$ cat config.mk
export PLATFORM = sky130hd
export DESIGN_NAME = trir_regs
export DESIGN_NICKNAME = d
export VERILOG_FILES = /design/src/hw/trir_pkg.sv /design/src/hw/trir_regs.sv
export SDC_FILE = /design/constraint.sdc
export NUM_CORES = 1
export LEC_CHECK = 0
export BUFFER_PORTS_ARGS = -buffer_cell sky130_fd_sc_hd__buf_2
export CAP_MARGIN = 20
export CORE_ASPECT_RATIO = 0.9
export CORE_MARGIN = 2
export CORE_UTILIZATION = 47
export CTS_CLUSTER_DIAMETER = 40
export DETAILED_ROUTE_END_ITERATION = 16
export PLACE_DENSITY_LB_ADDON = 0.1
export SLEW_MARGIN = 20
export SYNTH_ARGS = -nofsm -noshare
export SYNTH_HDL_FRONTEND = slang
export SYNTH_SLANG_ARGS = --single-unit
$ cat constraint.sdc
create_clock -name REF_CLK -period 2.9 [get_ports REF_CLK]
set_input_delay 0.29 -clock REF_CLK [delete_from_list [all_inputs] [get_ports REF_CLK]]
set_output_delay 0.29 -clock REF_CLK [all_outputs]
set_load 0.005 [all_outputs]
$ cat src/hw/trir_pkg.sv
package trir_pkg;

   // ****************************************************************
   // Register map and flag layout
   // ****************************************************************
   localparam logic [7:0] ADDR_INFO_ONE   = 8'h22;
   localparam logic [7:0] ADDR_INFO_TWO   = 8'h31;
   localparam logic [7:0] ADDR_INFO_THREE = 8'h10;
   localparam logic [7:0] INFO_RESET      = 8'h00;
   localparam logic [7:0] RDATA_UNMAPPED  = 8'h00;

   // Positions in the 24-bit flag vector (three registers, low first)
   localparam int ALIGN_CHANGE_BIT   = 7;
   localparam int EIGHT_ZERO_BIT     = 6;
   localparam int SIXTEEN_ZERO_BIT   = 5;
   localparam int RX_STORE_FULL_BIT  = 4;
   localparam int RX_STORE_EMPTY_BIT = 3;
   localparam int SEVERE_FRAME_BIT   = 2;
   localparam int CODE_WORD_BIT      = 1;
   localparam int FRAMING_ERR_BIT    = 0;
   localparam int SYNC_RECOVER_BIT   = 15;
   localparam int CARRIER_RESTORE_BIT = 14;
   localparam int TX_STORE_FULL_BIT  = 13;
   localparam int TX_STORE_EMPTY_BIT = 12;
   localparam int TX_SLIP_BIT        = 11;
   localparam int ALL_ONES_CLR_BIT   = 10;
   localparam int RX_DENSITY_BIT     = 9;
   localparam int TX_DENSITY_BIT     = 8;
   localparam int LEVEL_HI_BIT       = 23;
   localparam int LEVEL_LO_BIT       = 22;
   localparam int JITTER_LIMIT_BIT   = 21;
   localparam int RX_CLK_LOSS_BIT    = 20;
   localparam int FRAMER_LOSS_BIT    = 19;

   // Bits that latch; the others follow their source
   localparam logic [23:0] STICKY_BITS = 24'h38FFFF;

   // ****************************************************************
   // Line monitor counts and times
   // ****************************************************************
   localparam int CLK_PERIOD_NS  = 10;
   localparam int ZERO_RUN_EIGHT = 8;
   localparam int ZERO_RUN_SIXTEEN = 16;
   localparam int ZERO_RUN_LOSS  = 192;
   localparam int ONES_WINDOW    = 112;
   localparam int ONES_NEEDED    = 14;
   localparam int CLK_LOSS_NS    = 2000;
   localparam int CLK_LOSS_CYC   =
      (CLK_LOSS_NS + CLK_PERIOD_NS - 1) / CLK_PERIOD_NS;
   localparam int BLUE_WIN_NS    = 3000000;
   localparam int BLUE_WIN_CYC   = BLUE_WIN_NS / CLK_PERIOD_NS;
   localparam int BLUE_ZERO_MIN  = 6;

   // ****************************************************************
   // Event inputs from the framer, stores and line interface
   // ****************************************************************
   typedef struct packed {
      logic       align_change;
      logic       rx_store_full;
      logic       rx_store_empty;
      logic       severe_framing_err;
      logic       framing_bit_err;
      logic       code_word;
      logic       sync_lost;
      logic       carrier_lost;
      logic       tx_store_full;
      logic       tx_store_empty;
      logic       rx_density_bad;
      logic       tx_density_bad;
      logic       jitter_near_limit;
      logic [1:0] level_code;
   } trir_evt_s;

endpackage

$ cat src/hw/trir_regs.sv
`timescale 1ns/1ns
// Overview of operation
// RULE_01: Latch alignment-change flag, bit 7 of info one, after resync moves.
// RULE_02: Latch eight-zero flag, bit 6, on eight or more zeros in a row.
// RULE_03: Latch sixteen-zero flag, bit 5, on sixteen or more zeros.
// RULE_04: Latch transmit store full, info two bit 5, when a frame is dropped.
// RULE_05: Latch transmit store empty, bit 4, when a frame is repeated.
// RULE_06: Latch transmit slip, bit 3, on either repeat or deletion.
// RULE_07: Set sync-recovered, info two bit 7, when framer regains sync.
// RULE_08: Set carrier-restored, bit 6, when line carrier loss ends.
// RULE_09: Set all-ones-cleared, bit 2, when unframed all-ones stops.
// RULE_10: Latch receive density violation at bit 1.
// RULE_11: Latch transmit density violation at bit 0.
// RULE_12: Latch jitter-limit, info three bit 5, near attenuator capacity.
// RULE_13: Latch receive clock loss, bit 4, after 2 us without transition.
// RULE_14: Set framer carrier loss, bit 3, after 192 consecutive zeros.
// RULE_15: Clear framer carrier loss only on 14 ones within 112 bits.
// RULE_16: Report receive level code in info three bits 7:6.
// RULE_17: Info three bits 2:0 are unassigned; host ignores them.
// RULE_18: Level code upper bit sits at 7, lower bit at 6.
// RULE_19: Latch receive store full and empty at info one bits 4 and 3.
// RULE_20: Latch severe framing at bit 2 and framing bit error at bit 0.
// RULE_21: Latch code word detect at bit 1 regardless of decoding.
// RULE_22: Flags hold until read, then clear unless still present.
// RULE_23: Mask write selects bits to update; others hold; write back clears.
// RULE_24: All-ones ends on six or more zeros within a 3 ms window.

module trir_regs
   import trir_pkg::*;
#(
   parameter int unsigned BLUE_WIN = BLUE_WIN_CYC
)
(
   input  wire logic       REF_CLK,
   input  wire logic       RST_N,
   input  wire logic [7:0] CP_ADDR,
   input  wire logic [7:0] CP_WDATA,
   input  wire logic       CP_WR,
   input  wire logic       CP_RD,
   output logic      [7:0] CP_RDATA,
   input  wire logic       RX_POS_DATA_IN,
   input  wire logic       RX_NEG_DATA_IN,
   input  wire logic       RX_CLOCK_IN,
   input  wire trir_evt_s  EVENTS
);

   // ****************************************************************
   // Pin synchronisers
   // ****************************************************************
   logic [2:0] pin_s1_q;
   logic [2:0] pin_s2_q;
   logic       clk_prev_q;

   always_ff @(posedge REF_CLK)
   begin
      if (!RST_N)
      begin
         pin_s1_q   <= 3'h0;
         pin_s2_q   <= 3'h0;
         clk_prev_q <= 1'b0;
      end
      else
      begin
         pin_s1_q   <= {RX_CLOCK_IN, RX_NEG_DATA_IN, RX_POS_DATA_IN};
         pin_s2_q   <= pin_s1_q;
         clk_prev_q <= pin_s2_q[2];
      end
   end

   wire logic rx_edge  = pin_s2_q[2] & ~clk_prev_q;
   wire logic rx_trans = pin_s2_q[2] ^ clk_prev_q;
   wire logic rx_zero  = ~(pin_s2_q[0] | pin_s2_q[1]);
   wire logic rx_bit0  = rx_edge & rx_zero;
   wire logic rx_bit1  = rx_edge & ~rx_zero;

   // ****************************************************************
   // Zero runs and framer carrier loss
   // ****************************************************************
   logic [7:0] zero_run_q;
   logic       carrier_loss_q;
   logic       win_act_q;
   logic [6:0] win_pos_q;
   logic [3:0] win_ones_q;

   wire logic hit_eight   = rx_bit0 & (zero_run_q == 8'(ZERO_RUN_EIGHT - 1));
   wire logic hit_sixteen =
      rx_bit0 & (zero_run_q == 8'(ZERO_RUN_SIXTEEN - 1));
   wire logic hit_loss    = rx_bit0 & (zero_run_q == 8'(ZERO_RUN_LOSS - 1));
   wire logic run_full    = (zero_run_q == 8'(ZERO_RUN_LOSS));
   wire logic ones_done   =
      rx_bit1 & win_act_q & (win_ones_q == 4'(ONES_NEEDED - 1));
   wire logic win_last    = win_pos_q == 7'(ONES_WINDOW - 1);

   always_ff @(posedge REF_CLK)
   begin
      if (!RST_N)
         zero_run_q <= 8'h00;
      else if (rx_bit1)
         zero_run_q <= 8'h00;
      else if (rx_bit0 && !run_full)
         zero_run_q <= zero_run_q + 8'h01;
   end

   always_ff @(posedge REF_CLK)
   begin
      if (!RST_N)
      begin
         carrier_loss_q <= 1'b0;
         win_act_q      <= 1'b0;
         win_pos_q      <= 7'h00;
         win_ones_q     <= 4'h0;
      end
      else if (hit_loss)
      begin
         carrier_loss_q <= 1'b1;                              // [RULE_14]
         win_act_q      <= 1'b0;
      end
      else if (carrier_loss_q && rx_edge)
      begin
         if (!win_act_q)
         begin
            win_act_q  <= rx_bit1;          // Window opens on first one
            win_pos_q  <= 7'h01;
            win_ones_q <= 4'h1;
         end
         else if (ones_done)
         begin
            carrier_loss_q <= 1'b0;                           // [RULE_15]
            win_act_q      <= 1'b0;
         end
         else
         begin
            win_act_q  <= !win_last;                          // [RULE_15]
            win_pos_q  <= win_pos_q + 7'h01;
            win_ones_q <= win_ones_q + {3'h0, rx_bit1};
         end
      end
   end

   // ****************************************************************
   // Receive clock loss
   // ****************************************************************
   logic [7:0] idle_q;

   wire logic clk_loss_hit =
      ~rx_trans & (idle_q == 8'(CLK_LOSS_CYC - 1));

   always_ff @(posedge REF_CLK)
   begin
      if (!RST_N || rx_trans)
         idle_q <= 8'h00;
      else if (idle_q != 8'(CLK_LOSS_CYC))
         idle_q <= idle_q + 8'h01;
   end

   // ****************************************************************
   // Unframed all-ones monitor
   // ****************************************************************
   logic [18:0] bwin_q;
   logic [2:0]  bzero_q;
   logic        all_ones_q;

   wire logic bwin_end  = bwin_q == 19'(BLUE_WIN - 1);
   wire logic bzero_ok  = bzero_q == 3'(BLUE_ZERO_MIN);
   wire logic ones_gone = bwin_end & all_ones_q & bzero_ok;

   always_ff @(posedge REF_CLK)
   begin
      if (!RST_N)
      begin
         bwin_q     <= 19'h00000;
         bzero_q    <= 3'h0;
         all_ones_q <= 1'b0;
      end
      else if (bwin_end)
      begin
         bwin_q     <= 19'h00000;
         bzero_q    <= 3'h0;
         all_ones_q <= !bzero_ok;                             // [RULE_24]
      end
      else
      begin
         bwin_q <= bwin_q + 19'h00001;
         if (rx_bit0 && !bzero_ok)
            bzero_q <= bzero_q + 3'h1;
      end
   end

   // ****************************************************************
   // Level edges of framer and line interface
   // ****************************************************************
   logic sync_lost_q;
   logic carrier_lost_q;

   always_ff @(posedge REF_CLK)
   begin
      if (!RST_N)
      begin
         sync_lost_q    <= 1'b0;
         carrier_lost_q <= 1'b0;
      end
      else
      begin
         sync_lost_q    <= EVENTS.sync_lost;
         carrier_lost_q <= EVENTS.carrier_lost;
      end
   end

   // ****************************************************************
   // Flag sources
   // ****************************************************************
   logic [23:0] set_vec;

   always_comb
   begin
      set_vec                      = 24'h000000;
      set_vec[ALIGN_CHANGE_BIT]    = EVENTS.align_change;       // [RULE_01]
      set_vec[EIGHT_ZERO_BIT]      = hit_eight;                 // [RULE_02]
      set_vec[SIXTEEN_ZERO_BIT]    = hit_sixteen;               // [RULE_03]
      set_vec[RX_STORE_FULL_BIT]   = EVENTS.rx_store_full;      // [RULE_19]
      set_vec[RX_STORE_EMPTY_BIT]  = EVENTS.rx_store_empty;     // [RULE_19]
      set_vec[SEVERE_FRAME_BIT]    = EVENTS.severe_framing_err; // [RULE_20]
      set_vec[CODE_WORD_BIT]       = EVENTS.code_word;          // [RULE_21]
      set_vec[FRAMING_ERR_BIT]     = EVENTS.framing_bit_err;    // [RULE_20]
      set_vec[SYNC_RECOVER_BIT]    =
         sync_lost_q & ~EVENTS.sync_lost;                       // [RULE_07]
      set_vec[CARRIER_RESTORE_BIT] =
         carrier_lost_q & ~EVENTS.carrier_lost;                 // [RULE_08]
      set_vec[TX_STORE_FULL_BIT]   = EVENTS.tx_store_full;      // [RULE_04]
      set_vec[TX_STORE_EMPTY_BIT]  = EVENTS.tx_store_empty;     // [RULE_05]
      set_vec[TX_SLIP_BIT]         =
         EVENTS.tx_store_full | EVENTS.tx_store_empty;          // [RULE_06]
      set_vec[ALL_ONES_CLR_BIT]    = ones_gone;                 // [RULE_09]
      set_vec[RX_DENSITY_BIT]      = EVENTS.rx_density_bad;     // [RULE_10]
      set_vec[TX_DENSITY_BIT]      = EVENTS.tx_density_bad;     // [RULE_11]
      set_vec[LEVEL_HI_BIT]        = EVENTS.level_code[1];      // [RULE_18]
      set_vec[LEVEL_LO_BIT]        = EVENTS.level_code[0];      // [RULE_16]
      set_vec[JITTER_LIMIT_BIT]    = EVENTS.jitter_near_limit;  // [RULE_12]
      set_vec[RX_CLK_LOSS_BIT]     = clk_loss_hit;              // [RULE_13]
      set_vec[FRAMER_LOSS_BIT]     = carrier_loss_q;            // [RULE_14]
   end

   // ****************************************************************
   // Control port decode
   // ****************************************************************
   wire logic [2:0] reg_sel = {CP_ADDR == ADDR_INFO_THREE,
                               CP_ADDR == ADDR_INFO_TWO,
                               CP_ADDR == ADDR_INFO_ONE};
   wire logic [2:0] wr_sel  = reg_sel & {3{CP_WR}};
   wire logic [2:0] rd_sel  = reg_sel & {3{CP_RD}};

   // ****************************************************************
   // Per-bit flag, mask and snapshot
   // ****************************************************************
   logic [23:0] flag_q;
   logic [23:0] mask_q;
   logic [23:0] shown_q;

   for (genvar i = 0; i < 24; i++)
   begin : g_bit
      localparam int K = i / 8;
      wire logic clr   = rd_sel[K] & mask_q[i] & shown_q[i];
      wire logic held  = flag_q[i] & ~clr;
      wire logic upd   = wr_sel[K] & CP_WDATA[i % 8];

      always_ff @(posedge REF_CLK)
      begin
         if (!RST_N)
         begin
            flag_q[i]  <= INFO_RESET[i % 8];
            mask_q[i]  <= INFO_RESET[i % 8];
            shown_q[i] <= INFO_RESET[i % 8];
         end
         else
         begin
            // Set beats the read clear in the same cycle
            flag_q[i] <= STICKY_BITS[i] ?
                         (set_vec[i] | held) : set_vec[i];      // [RULE_22]
            if (wr_sel[K])
               mask_q[i] <= CP_WDATA[i % 8];                    // [RULE_23]
            if (upd)
               shown_q[i] <= flag_q[i];                         // [RULE_23]
         end
      end
   end

   // ****************************************************************
   // Read data
   // ****************************************************************
   logic [7:0] rdata_q;

   wire logic [7:0] rdata_d =
      rd_sel[0] ? shown_q[7:0] :
      rd_sel[1] ? shown_q[15:8] :
      rd_sel[2] ? {shown_q[23:19], 3'h0} :                      // [RULE_17]
                  RDATA_UNMAPPED;

   always_ff @(posedge REF_CLK)
   begin
      if (!RST_N)
         rdata_q <= RDATA_UNMAPPED;
      else if (CP_RD)
         rdata_q <= rdata_d;
   end

   assign CP_RDATA = rdata_q;
endmodule

# Yosys cells after proc, flatten, opt, wreduce, memory -nomap -nowiden
# Index checks and enable logic that the tools add are counted.
# op_classes
eq_ne,14
reduce_logical,16
addsub,6
muxes,13
bitwise,141
# ops
op,count
$and A1 B1 Y1,91
$not A1 Y1,26
$eq A8 B8 Y1 const B,3
$mux W8,3
$or A1 B1 Y1,21
$add A19 B1 Y19 const B,1
$eq A19 B19 Y1 const B,1
$add A8 B1 Y8 const B,2
$eq A8 B6 Y1 const B,2
$mux W7,2
$eq A8 B3 Y1 const B,1
$eq A8 B4 Y1 const B,1
$eq A8 B5 Y1 const B,1
$mux W4,2
$ne A8 B8 Y1 const B,1
$add A7 B1 Y7 const B,1
$eq A7 B7 Y1 const B,1
$and A3 B3 Y3,2
$mux W1,6
$reduce_and A3 Y1,2
$reduce_bool A2 Y1,3
$reduce_or A2 Y1,3
$add A4 B1 Y4,1
$eq A4 B4 Y1 const B,1
7 further kinds,12
# totals
out_inout_bits,8
regBits,130
word_cells,266
input_bits,38

# Longest topological paths before layout
# depth
word_depth,9
depth_mapped,9
ltp_nobuf,9

# Worst setup path after synthesis
# Ideal clock, no wire load.
# synth_timing
path_type,flip-flop to flip-flop
start,register clk_prev_q
end,register win_ones_q[0]
arrival_time_ps,1685
stages_incl_launch_ff,8
slack_ps,1073
synth_period_minus_slack_ps,1827
setup_time_ps,142
required_ps,2758
n_path_buf,1
path_cell_list,dfxtp_1 inv_1 ha_1 or3b_4 or4_1 buf_2 a21oi_1 a311oi_1
# synth_via
elab_chain_cells,7
word_cells_on_any_way,14
# synth_lines
element,line_no,source
from (decl),trir_regs.sv:52,logic clk_prev_q;
from (signal assigned),trir_regs.sv:66,clk_prev_q <= pin_s2_q[2];
$not A1 Y1 *,trir_regs.sv:70,wire logic rx_edge = pin_s2_q[2] & ~clk_prev_q;
$and A1 B1 Y1 *,trir_regs.sv:70,
branches (longest 5 deep; another with $add A4 B1 Y4),n/a,
to (signal assigned),trir_regs.sv:135,"win_ones_q <= win_ones_q + {3'h0, rx_bit1};"
to (decl),trir_regs.sv:83,logic [3:0] win_ones_q;
# Mark *: on every way between the ends. The select of a mux whose other input is x is not followed.
# A chain may end at the register's enable or synchronous reset.

# Worst setup path in the final report
# layout_timing
start,register pin_s2_q[2]
end,register win_ones_q[0]
# layout_via
elab_chain_cells,6
word_cells_on_any_way,13
# layout_lines
element,line_no,source
from (decl),trir_regs.sv:51,logic [2:0] pin_s2_q;
from (signal assigned),trir_regs.sv:65,pin_s2_q <= pin_s1_q;
$and A1 B1 Y1 *,trir_regs.sv:70,
branches (longest 5 deep; another with $add A4 B1 Y4),n/a,
# Marks and branches as above.

==> impl_metrics.ini <==
[cts]
clkTransAtPathRegs_ns = 0.06
post_cts_resize_count = 0
holdBufCountCts = 0
worstSkewPairLatency_ns = 0.41
cts_num_sinks = 130
cts-root-buf = clkbuf_16
clk_path_buf_depth = 2
postCtsSetupRepairBufs = 0
cts.htree.levels = 4
cts-buffers-inserted = 17
cts_tree = built

[routing]
drc = 0
vias = 4506
wl_per_cell_um = 14.7
routed_wl_um = 12100
drtIter0Drc = 230
viasPerCell = 5.46
drtPass1Iterations = 4
drtAntennaViolNets = 0

[setup_path]
arrival_ns = 2.54
crit_path_start_kind = register
cp-end-kind = register
critPathKind = register to register
cp_data_required_time_ns = 3.21
worstPathMaxFanout = 14

[floorplanning]
die_w_um = 119
die_h_um = 107
dieArea_mm2 = 0.0127
ios = 46
core_mm2 = 0.0115
initial_core_util_pct = 48.5
rows = 37

[layout]
drive_gt1_share_pct = 13.3
areaGrowthSynthToFinish_pct = 16.5
fillers = 1065
final_nets = 706
final_cells = 826
diodes = 0
stdcell_area_mm2 = 0.00648

[sta]
finalHoldViolations = 0
layout_min_cycle_time_ns = 2.23
maxSlewHeadroom_pct = 51.4
max_freq_mhz = 449
drv_slew = 0
finClkSkew_ns = 0.0128
fin_setup_tns_ns = 0
final.period_utilization_pct = 76.8
rsz0062_at_grt = false
tightest_slew_ns = 0.723
setup_viol = 0

[place]
place_inst = 794
dpl_cell_area_mm2 = 0.00591
io_buffers = 45
gp_congestion = 0.785
dp_hpwl_um = 8320

[global_route]
overflow = 0
grt_pass1_vias = 4299
antenna_found_initial = 0
grtUsageTotal_pct = 20.1
grt_max_degree = 55
grt_pass1_wl_um = 20500

[logic_synthesis]
ys_dominant_reg_cell = dfxtp_1
yosysUniqueCellTypes = 56
avgSynthCellArea_um2 = 9.01
yosysWarnings = 0
postSynthNetCount = 667
syn_area_mm2 = 0.00557
yosysSeqAreaShare_pct = 46.7
synth-seq-cells = 130
synth_edf_count = 0
synthArstFlopShare_pct = 0
syn_inst = 618

[power_and_ir_drop]
swShare_pct = 21.4
power_density_mw_per_mm2 = 621
p_leak_nw = 2.58
p_seq_share_pct = 45.6
switchingPower_w = 0.000862
combPwrFrac_pct = 3.8
clockPowerShare_pct = 50.6
intPower_w = 0.00316
ir_drop_mv = 0.368

[hold_path]
hold_class = primary input to register

[status]
status = completed

[run]
cap_violations = 0
==> metal layers <==
layer,up-vias,share of wire (%),GRT usage [%]
met5,-,0,0
met2,70,47,33.2
met4,0,0.38,6.97
met1,2141,49,25.2
met3,2,3.6,5.67
li1,2293,-,-
==> synthesized netlist by cell type, types with 14 or more instances <==
library cell	count	area, um^2
dfxtp_1	130	2600
nand2_1	67	251
nor2_1	44	165
a21oi_1	40	200
inv_1	29	109
nand4_1	24	150
clkbuf_1	23	86.3
mux2i_1	22	220
a31oi_1	18	113
nand3_1	18	90.1
o21ai_0	18	90.1
xor2_1	16	140
and2_1	14	87.6
==> cell usage in the layout (no fill, tap or decap), types with 10 or more instances in the layout <==
master	n
a21oi_1	40
a31oi_1	18
and2_1	14
buf_2	45
clkbuf_16	17
dfxtp_1	130
ha_1	11
inv_1	29
mux2i_1	22
nand2_1	67
nand3_1	18
nand4_1	24
nor2_1	44
o21ai_0	18
or3_1	10
xor2_1	16
==> cell families after synthesis <==
| kind of cell | count (synthesis) | share of synthesized area, % |
|---|---|---|
| DFF | 130 | 46.7 |
| buffers and inverters | 61 | 4.27 |
| muxes | 22 | 3.96 |
| adders and majority gates | 11 | 2.47 |
| xor gates and xnor gates | 25 | 3.93 |
| and+or+nand+nor | 239 | 23.5 |
| AOI/OAI and AO/OA | 130 | 15.2 |
==> metrics by stage <==
| stage | power, W | utilization, % | hold WS (ns) | setup WS [ns] |
|---|---|---|---|---|
| finish | 0.00402 | 56.5 | 0.0898 | 0.674 |
| CTS | 0.00408 | 56.5 | 0.0670 | 0.702 |
| global placement | 0.00202 | 51.5 | 0.423 | 0.818 |
| detailed placement | 0.00203 | 51.5 | 0.425 | 0.728 |
| global route | 0.00418 | 56.5 | 0.0757 | 0.555 |
| floorplan | 0.00196 | - | 0.412 | 1.07 |
==> flip-flops by register name (all words and copies together), names as in the netlist, 4 cells and up <==
name        flops
CP_RDATA        8
bwin_q         19
flag_q         21
idle_q          8
mask_q         19
shown_q        21
win_ones_q      4
win_pos_q       7
zero_run_q      8
==> critical path, stage by stage (launching register included) <==
cell	delay [ns]
dfxtp_1	0.33
ha_1	0.20
or3b_4	0.47
nor4_4	0.68
nor2_1	0.15
a311oi_1	0.30
==> layout make-up <==
class                      count  area [um^2]  share of cell area, %
clock inverter                 9         78.8                   1.22
clock buffer                  23          498                   7.68
multi-input combinational    427         2730                   42.1
inverter                      30          113                   1.74
tap                          156          195                   3.01
timing repair buffer          51          270                   4.17
sequential                   130         2600                   40.1
==> path summary, 6_finish.rpt <==
path / slack (ns) / endpoint / from / depth (start not counted)
worst min-delay path: 0.09 / pin_s1_q[1]$_SDFF_PN0_ / RX_NEG_DATA_IN / 2
worst max-delay path: 0.67 / win_ones_q[0]$_SDFFE_PN0P_ / pin_s2_q[2]$_SDFF_PN0_ / 5
worst min register to register: 0.44 / pin_s2_q[1]$_SDFF_PN0_ / pin_s1_q[1]$_SDFF_PN0_ / 1
worst max register to register: 0.67 / win_ones_q[0]$_SDFFE_PN0P_ / pin_s2_q[2]$_SDFF_PN0_ / 5
==> power groups by stage <==
stage / Combinational (W) / Sequential [W] / Clock (W)
final: 0.000153 / 0.00184 / 0.00204
after global routing: 0.000173 / 0.00184 / 0.00217
after CTS: 0.000155 / 0.00184 / 0.00209
after detailed placement: 0.000153 / 0.00187 / 0
after global placement: 0.000149 / 0.00187 / 0
after floorplan: 0.0000930 / 0.00187 / 0
Power figures use the tool's default switching activity.
